File: src/rtl/mdsec_pkg.sv
// Functional notes
// Security set refuses JTAG programming of flash contents and logic configuration.
// Security set also denies JTAG debug access to the core.
// Security set: only whole-module erase is accepted over JTAG.
// Whole-module erase clears security, protection and map, leaving device blank.
// Per-sector write protect; core writes to protected sectors change nothing.
// Protection status readable in two registers; core writes never change it.
// Main flash decodes as eight 16 Kbyte sectors, one select each.
// Secondary flash decodes as four 8 Kbyte segments, one select each.
// Sectors zero and one cover 0000-3FFF and 4000-7FFF on every page.
// Sectors two to seven paged over 8000-BFFF and C000-FFFF by page 0-2.
// Segments zero to three cover 8000, A000, C000, E000 blocks, page-free.
// SRAM select for 0000-1FFF, register block select for 2000-20FF.
// External data selects ignore the core's internal RAM and special registers.
// Address map is nonvolatile, loaded over JTAG, never changed by the core; this model clears it on reset.
// Decode inputs: core address, strobes, page, port pins, logic feedback; the decoder here uses no port pins or feedback.
// Main selects qualified by fetch strobe; data selects by read or write.
// At most one select per address space; selects are combinational.
package mdsec_pkg;

  // Main flash map: index 7 leftmost
  localparam logic [7:0][15:0] MAIN_LO    = {16'hc000, 16'h8000, 16'hc000, 16'h8000,
                                             16'hc000, 16'h8000, 16'h4000, 16'h0000};
  localparam logic [7:0][15:0] MAIN_HI    = {16'hffff, 16'hbfff, 16'hffff, 16'hbfff,
                                             16'hffff, 16'hbfff, 16'h7fff, 16'h3fff};
  localparam logic [7:0][7:0]  MAIN_PAGE  = {8'h02, 8'h02, 8'h01, 8'h01,
                                             8'h00, 8'h00, 8'h00, 8'h00};
  localparam logic [7:0]       MAIN_PAGED = 8'hfc;

  // Secondary flash segments
  localparam logic [3:0][15:0] SEG_LO = {16'he000, 16'hc000, 16'ha000, 16'h8000};
  localparam logic [3:0][15:0] SEG_HI = {16'hffff, 16'hdfff, 16'hbfff, 16'h9fff};

  // SRAM and register block
  localparam logic [15:0] SRAM_LO   = 16'h0000;
  localparam logic [15:0] SRAM_HI   = 16'h1fff;
  localparam logic [15:0] REGBLK_LO = 16'h2000;
  localparam logic [15:0] REGBLK_HI = 16'h20ff;

  // Register offsets
  localparam logic [7:0] REG_PROT_MAIN = 8'h00;
  localparam logic [7:0] REG_PROT_SEG  = 8'h01;
  localparam logic [7:0] REG_STATUS    = 8'h02;
  localparam logic [7:0] REG_VIOL      = 8'h03;
  localparam logic [7:0] REG_PINS      = 8'h04;
  localparam logic [7:0] REG_FEEDBACK  = 8'h05;

  // Field positions
  localparam int STAT_SECURE   = 0;
  localparam int STAT_MAP_OK   = 1;
  localparam int VIOL_MAIN     = 0;
  localparam int VIOL_SEG      = 1;

  // Reset (blank) values of the configuration store; read value of unmapped register offsets
  localparam logic [7:0] PROT_MAIN_RST = 8'h00;
  localparam logic [3:0] PROT_SEG_RST  = 4'h0;
  localparam logic [7:0] UNMAPPED_RD   = 8'h00;

  // JTAG command codes
  localparam logic [2:0] CMD_ERASE_ALL    = 3'h0;
  localparam logic [2:0] CMD_PROG_MAIN_PR = 3'h1;
  localparam logic [2:0] CMD_PROG_SEG_PR  = 3'h2;
  localparam logic [2:0] CMD_PROG_MAP     = 3'h3;
  localparam logic [2:0] CMD_SET_SECURITY = 3'h4;
  localparam logic [2:0] CMD_DEBUG        = 3'h5;
  localparam logic [2:0] CMD_FLASH_ACCESS = 3'h6;

endpackage

File: src/rtl/mdsec_dec_if.sv
`timescale 1ns/1ps
`default_nettype none
interface mdsec_dec_if;
  logic [15:0] addr;
  logic [7:0]  page;
  logic        psen_n;
  logic        rd_n;
  logic        wr_n;
  logic        map_ok;
  logic [7:0]  main_hit;
  logic [7:0]  main_sel;
  logic [3:0]  seg_sel;
  logic        sram_sel;
  logic        regblk_sel;

  modport dec (input addr, page, psen_n, rd_n, wr_n, map_ok,
               output main_hit, main_sel, seg_sel, sram_sel, regblk_sel);
  modport top (output addr, page, psen_n, rd_n, wr_n, map_ok,
               input main_hit, main_sel, seg_sel, sram_sel, regblk_sel);
endinterface
`default_nettype wire

File: src/rtl/mdsec_top.sv
`timescale 1ns/1ps
`default_nettype none
module mdsec_top
(
  input  wire logic        clock,
  input  wire logic        rst,
  input  wire logic        ce,
  input  wire logic [15:0] core_addr,
  input  wire logic [7:0]  core_page,
  input  wire logic        core_psen_n,
  input  wire logic        core_rd_n,
  input  wire logic        core_wr_n,
  input  wire logic [7:0]  port_pins,
  input  wire logic [7:0]  gl_feedback,
  input  wire logic [7:0]  reg_addr,
  input  wire logic [7:0]  reg_wdata,
  input  wire logic        reg_wr,
  input  wire logic        reg_rd,
  output logic      [7:0]  reg_rdata,
  input  wire logic        jtag_cmd_valid,
  input  wire logic [2:0]  jtag_cmd,
  input  wire logic [7:0]  jtag_arg,
  output logic             jtag_ack,
  output logic             jtag_refused,
  output logic             jtag_erase_pulse,
  output logic             jtag_flash_access_en,
  output logic             jtag_debug_en,
  output logic      [7:0]  main_sector_selects,
  output logic      [3:0]  secondary_segment_selects,
  output logic             sram_select,
  output logic             regblk_select,
  output logic      [7:0]  main_sector_wr_en,
  output logic      [3:0]  secondary_segment_wr_en
);

  // Configuration store; cleared to blank on reset in this model
  logic       security_r;
  logic       map_ok_r;
  logic [7:0] prot_main_r;
  logic [3:0] prot_seg_r;
  logic [1:0] viol_r;
  logic [1:0] viol_nxt;
  logic [7:0] pins_s1_r;
  logic [7:0] pins_s2_r;
  logic [7:0] rdata_r;
  logic       ack_r;
  logic       refused_r;
  logic       erase_r;

  mdsec_dec_if dif ();

  // Decoder sees the core bus and page directly
  assign dif.addr   = core_addr;
  assign dif.page   = core_page;
  assign dif.psen_n = core_psen_n;
  assign dif.rd_n   = core_rd_n;
  assign dif.wr_n   = core_wr_n;
  assign dif.map_ok = map_ok_r;

  mdsec_decode u_decode
  (
    .d (dif.dec)
  );

  // Selects stay combinational for zero added latency
  assign main_sector_selects       = dif.main_sel;
  assign secondary_segment_selects = dif.seg_sel;
  assign sram_select               = dif.sram_sel;
  assign regblk_select             = dif.regblk_sel;

  // Write gating: a protected sector never sees a write strobe
  wire core_wr = !core_wr_n;
  wire [7:0] main_wr_try = dif.main_hit & {8{core_wr}};
  wire [3:0] seg_wr_try  = dif.seg_sel & {4{core_wr}};
  assign main_sector_wr_en       = main_wr_try & ~prot_main_r;
  assign secondary_segment_wr_en = seg_wr_try & ~prot_seg_r;
  wire main_blocked = |(main_wr_try & prot_main_r);
  wire seg_blocked  = |(seg_wr_try & prot_seg_r);

  // JTAG command decode; secure device takes erase only
  wire cmd_take   = ce && jtag_cmd_valid;
  wire is_erase   = jtag_cmd == mdsec_pkg::CMD_ERASE_ALL;
  wire cmd_known  = jtag_cmd != 3'h7;
  wire cmd_ok     = cmd_known && (is_erase || !security_r);
  wire do_cmd     = cmd_take && cmd_ok;
  wire do_erase   = do_cmd && is_erase;
  wire do_mprot   = do_cmd && (jtag_cmd == mdsec_pkg::CMD_PROG_MAIN_PR);
  wire do_sprot   = do_cmd && (jtag_cmd == mdsec_pkg::CMD_PROG_SEG_PR);
  wire do_map     = do_cmd && (jtag_cmd == mdsec_pkg::CMD_PROG_MAP);
  wire do_secure  = do_cmd && (jtag_cmd == mdsec_pkg::CMD_SET_SECURITY);

  // Access enables drop the moment security is set
  assign jtag_flash_access_en = !security_r;
  assign jtag_debug_en        = !security_r;
  assign jtag_ack             = ack_r;
  assign jtag_refused         = refused_r;
  assign jtag_erase_pulse     = erase_r;

  // Configuration store: only JTAG writes it, erase wipes all
  always_ff @(posedge clock or posedge rst)
  begin
    if (rst)
    begin
      security_r  <= 1'b0;
      map_ok_r    <= 1'b0;
      prot_main_r <= mdsec_pkg::PROT_MAIN_RST;
      prot_seg_r  <= mdsec_pkg::PROT_SEG_RST;
    end
    else if (do_erase)
    begin
      security_r  <= 1'b0;
      map_ok_r    <= 1'b0;
      prot_main_r <= mdsec_pkg::PROT_MAIN_RST;
      prot_seg_r  <= mdsec_pkg::PROT_SEG_RST;
    end
    else
    begin
      if (do_secure)
        security_r <= 1'b1;
      if (do_map)
        map_ok_r <= 1'b1;
      if (do_mprot)
        prot_main_r <= jtag_arg;
      if (do_sprot)
        prot_seg_r <= jtag_arg[3:0];
    end
  end

  // JTAG answer pulses, one cycle after the command
  always_ff @(posedge clock or posedge rst)
  begin
    if (rst)
    begin
      ack_r     <= 1'b0;
      refused_r <= 1'b0;
      erase_r   <= 1'b0;
    end
    else if (ce)
    begin
      ack_r     <= do_cmd;
      refused_r <= jtag_cmd_valid && !cmd_ok;
      erase_r   <= do_erase;
    end
  end

  // Blocked-write flags; set wins over a write-one clear
  wire viol_clr_wr = reg_wr && (reg_addr == mdsec_pkg::REG_VIOL);
  wire [1:0] viol_set = {seg_blocked, main_blocked};
  wire [1:0] viol_clr = viol_clr_wr ? reg_wdata[1:0] : 2'b00;
  assign viol_nxt = (viol_r & ~viol_clr) | viol_set;

  always_ff @(posedge clock or posedge rst)
  begin
    if (rst)
      viol_r <= 2'b00;
    else if (ce)
      viol_r <= viol_nxt;
  end

  // Port pins come from outside; two flops before use
  always_ff @(posedge clock or posedge rst)
  begin
    if (rst)
    begin
      pins_s1_r <= 8'h00;
      pins_s2_r <= 8'h00;
    end
    else if (ce)
    begin
      pins_s1_r <= port_pins;
      pins_s2_r <= pins_s1_r;
    end
  end

  // Read mux; protection registers are read-only by construction
  wire [7:0] status_w = {6'h00, map_ok_r, security_r};
  wire [7:0] rd_mux   =
    (reg_addr == mdsec_pkg::REG_PROT_MAIN) ? prot_main_r :
    (reg_addr == mdsec_pkg::REG_PROT_SEG)  ? {4'h0, prot_seg_r} :
    (reg_addr == mdsec_pkg::REG_STATUS)    ? status_w :
    (reg_addr == mdsec_pkg::REG_VIOL)      ? {6'h00, viol_r} :
    (reg_addr == mdsec_pkg::REG_PINS)      ? pins_s2_r :
    (reg_addr == mdsec_pkg::REG_FEEDBACK)  ? gl_feedback :
                                             mdsec_pkg::UNMAPPED_RD;

  // Read data valid only in the cycle after the strobe
  always_ff @(posedge clock or posedge rst)
  begin
    if (rst)
      rdata_r <= 8'h00;
    else if (ce)
      rdata_r <= reg_rd ? rd_mux : 8'h00;
  end
  assign reg_rdata = rdata_r;

  // Checks on security, protection and decode
  AST_SEC_REFUSE: assert property (@(posedge clock) disable iff (rst)
    (ce && jtag_cmd_valid && security_r && !is_erase) |=> (refused_r && !ack_r))
    else $error("secure device took a non-erase command");

  AST_SEC_NOPROG: assert property (@(posedge clock) disable iff (rst)
    (security_r && ce && jtag_cmd_valid && (jtag_cmd == mdsec_pkg::CMD_PROG_MAIN_PR))
      |=> $stable(prot_main_r))
    else $error("secure device accepted programming");

  AST_DEBUG_LOCK: assert property (@(posedge clock) disable iff (rst)
    security_r |-> (!jtag_debug_en && !jtag_flash_access_en))
    else $error("debug open while secure");

  AST_ERASE_BLANK: assert property (@(posedge clock) disable iff (rst)
    (ce && jtag_cmd_valid && is_erase) |=> (!security_r && !map_ok_r && prot_main_r == 8'h00
                                            && prot_seg_r == 4'h0 && erase_r))
    else $error("erase left device not blank");

  AST_PROT_GATE: assert property (@(posedge clock) disable iff (rst)
    (ce && core_wr && |(dif.main_hit & prot_main_r)) |=> viol_r[mdsec_pkg::VIOL_MAIN]
      && ((main_sector_wr_en & $past(prot_main_r)) == 8'h00 || !$past(core_wr)))
    else $error("protected sector write not blocked");

  AST_PROT_RO: assert property (@(posedge clock) disable iff (rst)
    (reg_wr && !jtag_cmd_valid) |=> ($stable(prot_main_r) && $stable(prot_seg_r) && $stable(map_ok_r)))
    else $error("core write changed protection or map");

  AST_RD_PROT: assert property (@(posedge clock) disable iff (rst)
    (ce && reg_rd && reg_addr == mdsec_pkg::REG_PROT_SEG) |=> (reg_rdata == {4'h0, $past(prot_seg_r)}))
    else $error("segment protect readback wrong");

  AST_COMMON_SECT: assert property (@(posedge clock) disable iff (rst)
    (map_ok_r && !core_psen_n && core_addr <= 16'h3fff) |-> (main_sector_selects == 8'h01))
    else $error("sector zero not selected");

  AST_PAGED_SECT: assert property (@(posedge clock) disable iff (rst)
    (map_ok_r && !core_psen_n && core_addr >= 16'hc000 && core_page == 8'h02)
      |-> (main_sector_selects == 8'h80))
    else $error("paged sector seven not selected");

  AST_SEG_SEL: assert property (@(posedge clock) disable iff (rst)
    (map_ok_r && !core_rd_n && core_addr >= 16'ha000 && core_addr <= 16'hbfff)
      |-> (secondary_segment_selects == 4'h2 && !sram_select))
    else $error("segment one not selected");

  AST_DATA_MAP: assert property (@(posedge clock) disable iff (rst)
    (map_ok_r && !core_wr_n && core_addr >= 16'h2000 && core_addr <= 16'h20ff)
      |-> (regblk_select && !sram_select))
    else $error("register block select wrong");

  AST_ONE_SEL: assert property (@(posedge clock) disable iff (rst)
    $onehot0({secondary_segment_selects, sram_select, regblk_select}) && $onehot0(main_sector_selects))
    else $error("more than one select");

  AST_QUAL: assert property (@(posedge clock) disable iff (rst)
    (core_psen_n |-> main_sector_selects == 8'h00) and
    ((core_rd_n && core_wr_n) |-> (secondary_segment_selects == 4'h0 && !sram_select)))
    else $error("select without strobe");

  // Clock enable low freezes stored state; checked on security, map, main protection, violation flags and read data
  AST_CE_FREEZE: assert property (@(posedge clock) disable iff (rst)
    !ce |=> ($stable(security_r) && $stable(map_ok_r) && $stable(prot_main_r) && $stable(viol_r)
             && $stable(reg_rdata)))
    else $error("state moved with clock enable low");

  AST_BLANK_DECODE: assert property (@(posedge clock) disable iff (rst)
    !map_ok_r |-> (main_sector_selects == 8'h00 && secondary_segment_selects == 4'h0
                   && !sram_select && !regblk_select))
    else $error("blank device decoded an address");

  AST_PAGE0_SECT: assert property (@(posedge clock) disable iff (rst)
    (map_ok_r && !core_psen_n && core_addr >= 16'h8000 && core_addr <= 16'hbfff && core_page == 8'h00)
      |-> (main_sector_selects == 8'h04))
    else $error("paged sector two not selected");

  AST_SRAM_SEL: assert property (@(posedge clock) disable iff (rst)
    (map_ok_r && !core_rd_n && core_addr <= 16'h1fff)
      |-> (sram_select && !regblk_select && secondary_segment_selects == 4'h0))
    else $error("sram select wrong");

  AST_SEG_PROT: assert property (@(posedge clock) disable iff (rst)
    (ce && core_wr && |(dif.seg_sel & prot_seg_r))
      |-> (((secondary_segment_wr_en & prot_seg_r) == 4'h0) ##1 viol_r[mdsec_pkg::VIOL_SEG]))
    else $error("protected segment write not blocked");

  // Read data must fall back to zero outside its one cycle
  AST_RD_IDLE: assert property (@(posedge clock) disable iff (rst)
    (ce && !reg_rd) |=> (reg_rdata == 8'h00))
    else $error("read data outside its cycle");

  AST_PIN_SYNC: assert property (@(posedge clock) disable iff (rst)
    (ce && reg_rd && reg_addr == mdsec_pkg::REG_PINS) |=> (reg_rdata == $past(pins_s2_r)))
    else $error("pin readback not from second flop");

  AST_ANSWER: assert property (@(posedge clock) disable iff (rst)
    !(jtag_ack && jtag_refused) && (!jtag_erase_pulse || jtag_ack))
    else $error("conflicting command answers");

  COV_VIOL_CLEAR: cover property (@(posedge clock) disable iff (rst) viol_clr_wr && |viol_r);
  COV_ERASE_SECURE: cover property (@(posedge clock) disable iff (rst)
    security_r && ce && jtag_cmd_valid && is_erase);
  COV_REFUSED: cover property (@(posedge clock) disable iff (rst) refused_r);
  COV_BLOCKED: cover property (@(posedge clock) disable iff (rst) main_blocked || seg_blocked);
  COV_PAGED: cover property (@(posedge clock) disable iff (rst) main_sector_selects[5]);

endmodule
`default_nettype wire

File: src/rtl/mdsec_decode.sv
`timescale 1ns/1ps
`default_nettype none
module mdsec_decode
(
  mdsec_dec_if.dec d
);

  function automatic logic in_range(input logic [15:0] a, input logic [15:0] lo, input logic [15:0] hi);
    return (a >= lo) && (a <= hi);
  endfunction

  logic [7:0] main_raw;
  logic [3:0] seg_raw;
  logic       data_stb;

  // Main sectors: common pair plus paged six
  for (genvar i = 0; i < 8; i++)
  begin : g_main
    assign main_raw[i] = in_range(d.addr, mdsec_pkg::MAIN_LO[i], mdsec_pkg::MAIN_HI[i])
                         && (!mdsec_pkg::MAIN_PAGED[i] || (d.page == mdsec_pkg::MAIN_PAGE[i]));
  end

  // Secondary segments ignore page
  for (genvar j = 0; j < 4; j++)
  begin : g_seg
    assign seg_raw[j] = in_range(d.addr, mdsec_pkg::SEG_LO[j], mdsec_pkg::SEG_HI[j]);
  end

  // Blank device decodes nothing until the map is loaded
  assign data_stb     = !d.rd_n || !d.wr_n;
  assign d.main_hit   = d.map_ok ? main_raw : 8'h00;
  assign d.main_sel   = (d.map_ok && !d.psen_n) ? main_raw : 8'h00;
  // Data space only; internal RAM and special registers play no part
  assign d.seg_sel    = (d.map_ok && data_stb) ? seg_raw : 4'h0;
  assign d.sram_sel   = d.map_ok && data_stb
                        && in_range(d.addr, mdsec_pkg::SRAM_LO, mdsec_pkg::SRAM_HI);
  assign d.regblk_sel = d.map_ok && data_stb
                        && in_range(d.addr, mdsec_pkg::REGBLK_LO, mdsec_pkg::REGBLK_HI);

endmodule
`default_nettype wire

File: config.mk
export PLATFORM = sky130hd
export DESIGN_NAME = mdsec_top
export DESIGN_NICKNAME = d
export VERILOG_FILES = /design/src/rtl/mdsec_pkg.sv /design/src/rtl/mdsec_dec_if.sv /design/src/rtl/mdsec_top.sv /design/src/rtl/mdsec_decode.sv
export SDC_FILE = /design/constraint.sdc
export NUM_CORES = 1
export LEC_CHECK = 0
export ABC_AREA = 1
export BUFFER_PORTS_ARGS = -buffer_cell sky130_fd_sc_hd__buf_4
export CORE_MARGIN = 3
export CORE_UTILIZATION = 51
export CTS_CLUSTER_SIZE = 28
export DETAILED_ROUTE_END_ITERATION = 10
export PLACE_DENSITY = 0.89
export REMOVE_ABC_BUFFERS = 1
export SLEW_MARGIN = 20
export SYNTH_ARGS = -nofsm -noshare
export SYNTH_HDL_FRONTEND = slang
export SYNTH_SLANG_ARGS = --single-unit
File: constraint.sdc
create_clock -name clock -period 2.3 [get_ports clock]
set_input_delay 0.23 -clock clock [delete_from_list [all_inputs] [get_ports clock]]
set_output_delay 0.23 -clock clock [all_outputs]
set_load 0.03 [all_outputs]
After elaboration in Yosys (flattened, before gate mapping). Cells that the tools add are included.

Magnitude comparators: 15. Equal/unequal tests: 12. Reduce and logical (&&, ||, !) cells: 46. Multiplexer cells: 19. Bitwise logic cells: 11.

Operators with widths (count): $mux W8 (11); $ge A16 B16 Y1 const B (4); $le A16 B16 Y1 const B (4); $le A16 B14 Y1 const B (2); $logic_and A1 B1 Y1 (30); $and A8 B8 Y8 (3); $eq A8 B2 Y1 const B (3); $eq A8 B1 Y1 const B (2); $eq A8 B3 Y1 const B (2); $ge A16 B1 Y1 const B (1); $ge A16 B14 Y1 const B (1); $ge A16 B15 Y1 const B (1); $le A16 B13 Y1 const B (1); $le A16 B15 Y1 const B (1); $logic_not A8 Y1 (2); $and A4 B4 Y4 (3); $mux W4 (3); $not A8 Y8 (1); $reduce_bool A2 Y1 (4); $reduce_or A8 Y1 (1); $eq A3 B2 Y1 const B (2); $logic_not A1 Y1 (5); $mux W1 (4); $not A4 Y4 (1); 10 further kinds (11).

Logic and storage cells: 114. Input bits: 76. Register bits after elaboration: 43.

Logic depth before layout (Yosys ltp). Gate-level depths: netlist of the first run.

Depth after elaboration: 8. Gate-level depth with buffers: 10. Depth with buffers taken out: 10.

Cells and area by module. Synthesis of the first run repeated with hierarchy kept, for this count alone.

Cell total of the unflattened synthesis: 371. Area total of the unflattened synthesis: 2582.5 um2.

Modules (own cells, without submodules): mdsec_top (times used 1, cells an instance 305, seq. area each 1076.0 um2, area an instance 2311.0 um2); mdsec_decode (times used 1, cells an instance 66, seq. area each 0.0 um2, area an instance 271.5 um2).

Worst setup path before layout of the first run. No wires, ideal clock.

Path kind: register -> output. From: register map_ok_r (netlist: dif.map_ok). To: output port main_sector_selects[6]. Path slack: 0.246 ns. Data arrival time: 1.824 ns. Stages on the path, launching flop included: 5. Required time: 2.070 ns. Cells stage by stage: dfrtp_1 -> inv_1 -> or2_2 -> clkbuf_1 -> nor4_1.

Longest elaborated chain between the ends: 2.

Ends and longest elaborated chain: start: declaration (RTL line mdsec_top.sv:38) `logic map_ok_r;`; start signal: assignment (RTL line mdsec_top.sv:105) `map_ok_r <= 1'b0;`; start signal: assignment (RTL line mdsec_top.sv:112) `map_ok_r <= 1'b0;`; start signal: assignment (RTL line mdsec_top.sv:121) `map_ok_r <= 1'b1;`; $logic_and A1 B1 Y1 (RTL line mdsec_decode.sv:32) `assign d.main_sel = (d.map_ok && !d.psen_n) ? main_raw : 8'h00;`; $mux W8 (RTL line mdsec_decode.sv:32); end: declaration (RTL line mdsec_top.sv:28) `output logic [7:0] main_sector_selects,`.

No other way between the ends.

Final worst setup path of the first run.
From: register map_ok_r (netlist: dif.map_ok). To: output port secondary_segment_wr_en[0].

Longest elaborated chain between the ends: 4.

Ends and longest elaborated chain: $logic_and A1 B1 Y1 (RTL line mdsec_decode.sv:34) `assign d.seg_sel = (d.map_ok && data_stb) ? seg_raw : 4'h0;`; $mux W4 (RTL line mdsec_decode.sv:34); $and A4 B4 Y4 (RTL line mdsec_top.sv:74) `wire [3:0] seg_wr_try = dif.seg_sel & {4{core_wr}};`; $and A4 B4 Y4 (RTL line mdsec_top.sv:76) `assign secondary_segment_wr_en = seg_wr_try & ~prot_seg_r;`; end: declaration (RTL line mdsec_top.sv:33) `output logic [3:0] secondary_segment_wr_en`.

No other way between the ends.

==> flow_summary.toml, run 1 <==
[die]
die_h_um = 76.17
die-area_um2 = 5802
initial_core_util_pct = 55.02
core_um2 = 4564
fp.dieW_um = 76.17
io_pins = 115
fp-row-count = 24

[timing]
hold_viol_final = 0
fmax_mhz = 506.2
post-route-period-util_pct = 85.89
finalSetupViolations = 0
slew-limit-headroom_pct = 56.12
slew_violations = 0
tns_ps = 0
worst_pin_slew_ps = 657.5
rsz0062_at_grt = "false"
fin_skew_ps = 6.857
period_needed_ps = 1975

[yosys]
synth-edff-count = 0
synth_compound_area_share_pct = 10.51
async_flop_share_pct = 100.0
synth_fa_ha_area_share_pct = 0
syn_avg_cell_area_um2 = 6.861
synth_top_flop_cell = "dfrtp_1"
ys_ff_latch = 43
synth_largest_area_cell = "dfrtp_1"
synth_area_um2 = 2511
ys_types = 24
yosysMostFrequentCell = "nand2_1"
synth_cells = 366
ys.warnings.count = 0
synth_mux_area_share_pct = 0
synth_common_cells = "112 x nand2_1, 46 x inv_1, 46 x nor2_1"
synth-simple-area-share_pct = 37.52
synth_area_leaders = "dfrtp_1 43%, nand2_1 17%, inv_1 6.9%, nor2_1 6.9%, o21ai_0 6.2%"
synth_top_family_by_area = "simple AND/OR/NAND/NOR gates"
yosys.area.top_type_share_pct = 42.85
synth_xor_area_share_pct = 0
seq_area_frac_synth_pct = 42.85

[grt]
grt_overflow = 0
grtUsageTotal_pct = 25.54
met3_usage_pct = 5.319
grt_use_met2_pct = 43.62
grt_antenna_before_repair = 0
grt_util_met1_pct = 33.36
grt_max_degree = 44
grt_pass1_vias = 2604
grt.busiest_layer = "met2"
grt_pass1_wl_um = 12100

[clocking]
cts_made_buffers = 5
cts_tree = "done"
cts.sinks = 43
cts-resized-gates = 0
clkLatencyLatePin_ps = 300
htree_levels = 2
hold_buffers = 0
cts_setup_buffers = 0
clockBufferDepth = 2
path_clk_slew_ps = 80
clockRootBuffer = "clkbuf_8"

[power]
power_mw = 2.047
leakagePower_nw = 1.848
power_density_nw_per_um2 = 600.0
irDropWorstVdd_v = 0.0006184

[setup_path]
criticalPathCategory = "register to primary output"
crit_required_ps = 2070
cp-start-kind = "register"
endpoint_kind = "primary output"
worstReg2RegEnd = "viol_r[0]$_DFFE_PP0P_"
crit_fanout = 9
ff2ff_setup_slack_ps = 810
reg2regPathDepth = 10
reg2reg_from = "dif.map_ok$_DFFE_PP0P_"
arrival_ps = 1750

[drt]
remaining_drc_errors = 0
drt_iter0_markers = 199
via_per_inst = 5.267
wl_per_cell_um = 13.81
first_pass_iters = 5
drt-total-wl_um = 7334
vias = 2797
postRouteAntennaNets = 0

[run]
maxCapViolCount = 0

[cells_and_area]
diodes = 0
finalNetCount = 541
synthToLayoutAreaGrowth_pct = 35.82
drive_gt1_share_pct = 26.39

[placement]
hpwl_um = 5680
port_buffers = 100
gp_congestion = 0.9274

[run_status]
outcome = "finished, final reports clean"

[min_path]
hp-class = "primary input to asynchronous set/reset pin"
-- cells in the final DEF, fill, tap and decap left out, types with 3 or more instances in the layout --
master    count
nand2_1     112
buf_4       101
inv_1        46
nor2_1       46
dfrtp_1      43
o21ai_0      31
nand3_1      25
nor3_1       15
a21oi_1       7
nand4_1       6
nor4_1        5
clkbuf_8      5
o21ai_2       4
o21ai_1       4
nor2_2        3
-- per-layer routing --
metal / routed length [um] / share of wire, %
met1: 3081 / 42
met3: 521 / 7.1
met5: 0 / 0
met4: 92 / 1.3
met2: 3638 / 50
-- registers in the layout, indices dropped and copies added, names as in the netlist --
signal            cells
pins_s1_r             8
dif.map_ok            1
jtag_ack              1
security_r            1
prot_seg_r            4
jtag_refused          1
prot_main_r           8
pins_s2_r             8
viol_r                2
reg_rdata             8
jtag_erase_pulse      1
-- where the power goes --
part | leakage [nW] | total (mW) | internal, mW | switching (mW)
sequential | 0.549 | 0.964 | 0.865 | 0.0993
clock | 0.0581 | 0.589 | 0.323 | 0.266
combinational | 1.24 | 0.493 | 0.194 | 0.299
-- cell type report --
type | count | area, um2
clock buffers | 5 | 68.82
clock inverters | 3 | 43.79
fillers | 366 | 1154
inverters | 47 | 176.4
multi-input cells | 267 | 1206
flip-flops and latches | 43 | 1076
well taps | 65 | 81.33
repair buffers | 101 | 758.2
-- cell families after synthesis --
family                 after synthesis
and+or+nand+nor                    219
buffers and inverters               56
AOI/OAI and AO/OA                   48
DFF                                 43
-- worst max-delay path, stage by stage (launching register included) --
cell,delay (ps)
dfrtp_1,410
inv_1,110
nor2_2,270
inv_1,220
nor4_1,210
buf_4,220
-- worst max-delay path by stage --
stage	from	end	slack, ps	cells past startpoint
after floorplan	core_addr[15]	secondary_segment_wr_en[1]	250	5
after global placement	dif.map_ok$_DFFE_PP0P_	secondary_segment_wr_en[2]	680	5
after detailed placement	core_addr[15]	secondary_segment_wr_en[1]	660	7
after CTS	dif.map_ok$_DFFE_PP0P_	secondary_segment_wr_en[0]	360	5
after global routing	dif.map_ok$_DFFE_PP0P_	secondary_segment_wr_en[2]	110	5
final	dif.map_ok$_DFFE_PP0P_	secondary_segment_wr_en[0]	320	5
-- per-stage QoR --
stage / util, % / worst slack [ps] / instance area (um2) / instances / hold slack (ps)
2_1_floorplan: - / 251.1 / 2459 / 357 / 337.3
3_3_place_gp: 72.26 / 683.6 / 3298 / 523 / 395.2
3_5_place_dp: 72.26 / 663.3 / 3298 / 523 / 414.5
4_1_cts: 74.73 / 358.8 / 3411 / 531 / 81.65
5_1_grt: 74.73 / 109.3 / 3411 / 531 / 112.6
6_report: 74.73 / 324.5 / 3411 / 531 / 60.50
Power figures use the tool's default switching activity.
==> run 2, diff against run 1 <==
REMOVE_ABC_BUFFERS = not set   (was 1)
==> flow_summary.toml, run 2 (synthesis gave the netlist of run 1 again) <==
[die]
die_h_um = 76.17
die-area_um2 = 5802
io_pins = 115
core_um2 = 4564
fp.dieW_um = 76.17
initial_core_util_pct = 55.02
fp-row-count = 24

[cells_and_area]
fill_cells = 389
diodes = 0
final_common_cell = "nand2_1"
layout_common_cells = "112 x nand2_1, 101 x buf_4, 46 x inv_1, 46 x nor2_1, 43 x dfrtp_1"
seq_area_um2 = 1076
multi_input_area_um2 = 1206
drive_gt1_share_pct = 26.39
finalNetCount = 541
synthToLayoutAreaGrowth_pct = 35.82

[placement]
gp_congestion = 0.8963
hpwl_um = 5553
port_buffers = 100
place_ws_ps = 606.7

[drt]
vias = 2740
drt_iter0_markers = 259
postRouteAntennaNets = 0
remaining_drc_errors = 0
wl_per_cell_um = 13.64
via_per_inst = 5.160
first_pass_iters = 5
drt-total-wl_um = 7242

[timing]
post-route-period-util_pct = 89.41
hold_viol_final = 0
fmax_mhz = 486.3
tns_ps = 0
worst_pin_slew_ps = 617.3
slew-limit-headroom_pct = 58.80
slew_violations = 0
finalSetupViolations = 0
rsz0062_at_grt = "false"
period_needed_ps = 2056
fin_skew_ps = 7.436
fin_ws_ps = 243.7

[setup_path]
crit_path_max_incr_delay_ps = 410
slowest_stage = "dfrtp_1"
crit_path_cell_trace = "inv_1 -> nor2_2 -> inv_1 -> nor4_1 -> buf_4"
criticalPathCategory = "register to primary output"
worstReg2RegEnd = "viol_r[0]$_DFFE_PP0P_"
crit_family = "buffers and inverters"
crit_required_ps = 2070
cp.buffers_inverters = 3
endpoint_kind = "primary output"
reg2reg_from = "dif.map_ok$_DFFE_PP0P_"
path_depth = 5
cp-start-kind = "register"
path_common_cell = "inv_1"
reg2regPathDepth = 10
crit_fanout = 9
arrival_ps = 1830
ff2ff_setup_slack_ps = 810

[clocking]
cts_setup_buffers = 0
cts.sinks = 43
cts-resized-gates = 0
cts_made_buffers = 5
path_clk_slew_ps = 90
cts_tree = "done"
hold_buffers = 0
clkLatencyLatePin_ps = 300
htree_levels = 2
clockRootBuffer = "clkbuf_8"
clockBufferDepth = 2

[power]
leakagePower_nw = 1.848
irDropWorstVdd_v = 0.0006246
power_density_nw_per_um2 = 603.7

[run_status]
outcome = "finished, final reports clean"

[grt]
grt_overflow = 0
grt_pass1_vias = 2538
grtUsageTotal_pct = 24.70
grt_antenna_before_repair = 0
grt_pass1_wl_um = 11670
grt_max_degree = 44

[min_path]
hp-class = "primary input to asynchronous set/reset pin"

[yosys]
syn_nets = 442

[run]
maxCapViolCount = 0
==> run 2: how the worst max path moves through the flow <==
stage | start | slack, ps | end
floorplan | dif.map_ok$_DFFE_PP0P_ | 250 | main_sector_selects[6]
global placement | dif.map_ok$_DFFE_PP0P_ | 670 | secondary_segment_wr_en[2]
detailed placement | dif.map_ok$_DFFE_PP0P_ | 610 | secondary_segment_wr_en[2]
CTS | dif.map_ok$_DFFE_PP0P_ | 260 | secondary_segment_wr_en[2]
global route | dif.map_ok$_DFFE_PP0P_ | 110 | secondary_segment_wr_en[2]
finish | dif.map_ok$_DFFE_PP0P_ | 240 | secondary_segment_wr_en[2]
==> run 2: tightest hold or removal path, cell delays in order <==
cell and delay, ps:
buf_4 110, inv_1 40, buf_4 440
==> run 2: cell type report <==
| cell class | count | share of cell area (%) |
|---|---|---|
| Timing Repair Buffer | 101 | 22.23 |
| Clock buffer | 5 | 2.018 |
| Sequential cell | 43 | 31.55 |
| Clock inverter | 3 | 1.284 |
| Multi-Input combinational cell | 267 | 35.36 |
| Tap cell | 65 | 2.384 |
| Inverter | 47 | 5.172 |
==> run 2: per-stage QoR <==
step	hold slack, ps	utilization [%]	cell area [um2]	std cells	total power [mW]
6_report	54.39	74.73	3411	531	2.059
5_1_grt	101.7	74.73	3411	531	2.163
4_1_cts	71.08	74.73	3411	531	2.061
3_5_place_dp	404.3	72.26	3298	523	1.460
3_3_place_gp	398.4	72.26	3298	523	1.442
2_1_floorplan	346.6	-	2511	366	1.243
==> run 2: power breakdown <==
part | internal (mW) | switching (mW) | total (mW)
Clock | 0.323 | 0.273 | 0.596
Sequential | 0.865 | 0.104 | 0.969
Combinational | 0.194 | 0.300 | 0.494
==> run 2: routing by layer <==
| layer | up-vias | wire, um | track usage [%] |
|---|---|---|---|
| met5 | - | 0 | 0 |
| met3 | 19 | 523 | 5.437 |
| met2 | 124 | 3611 | 43.44 |
| met4 | 0 | 166 | 9.058 |
| li1 | 1360 | - | - |
| met1 | 1237 | 2941 | 29.64 |
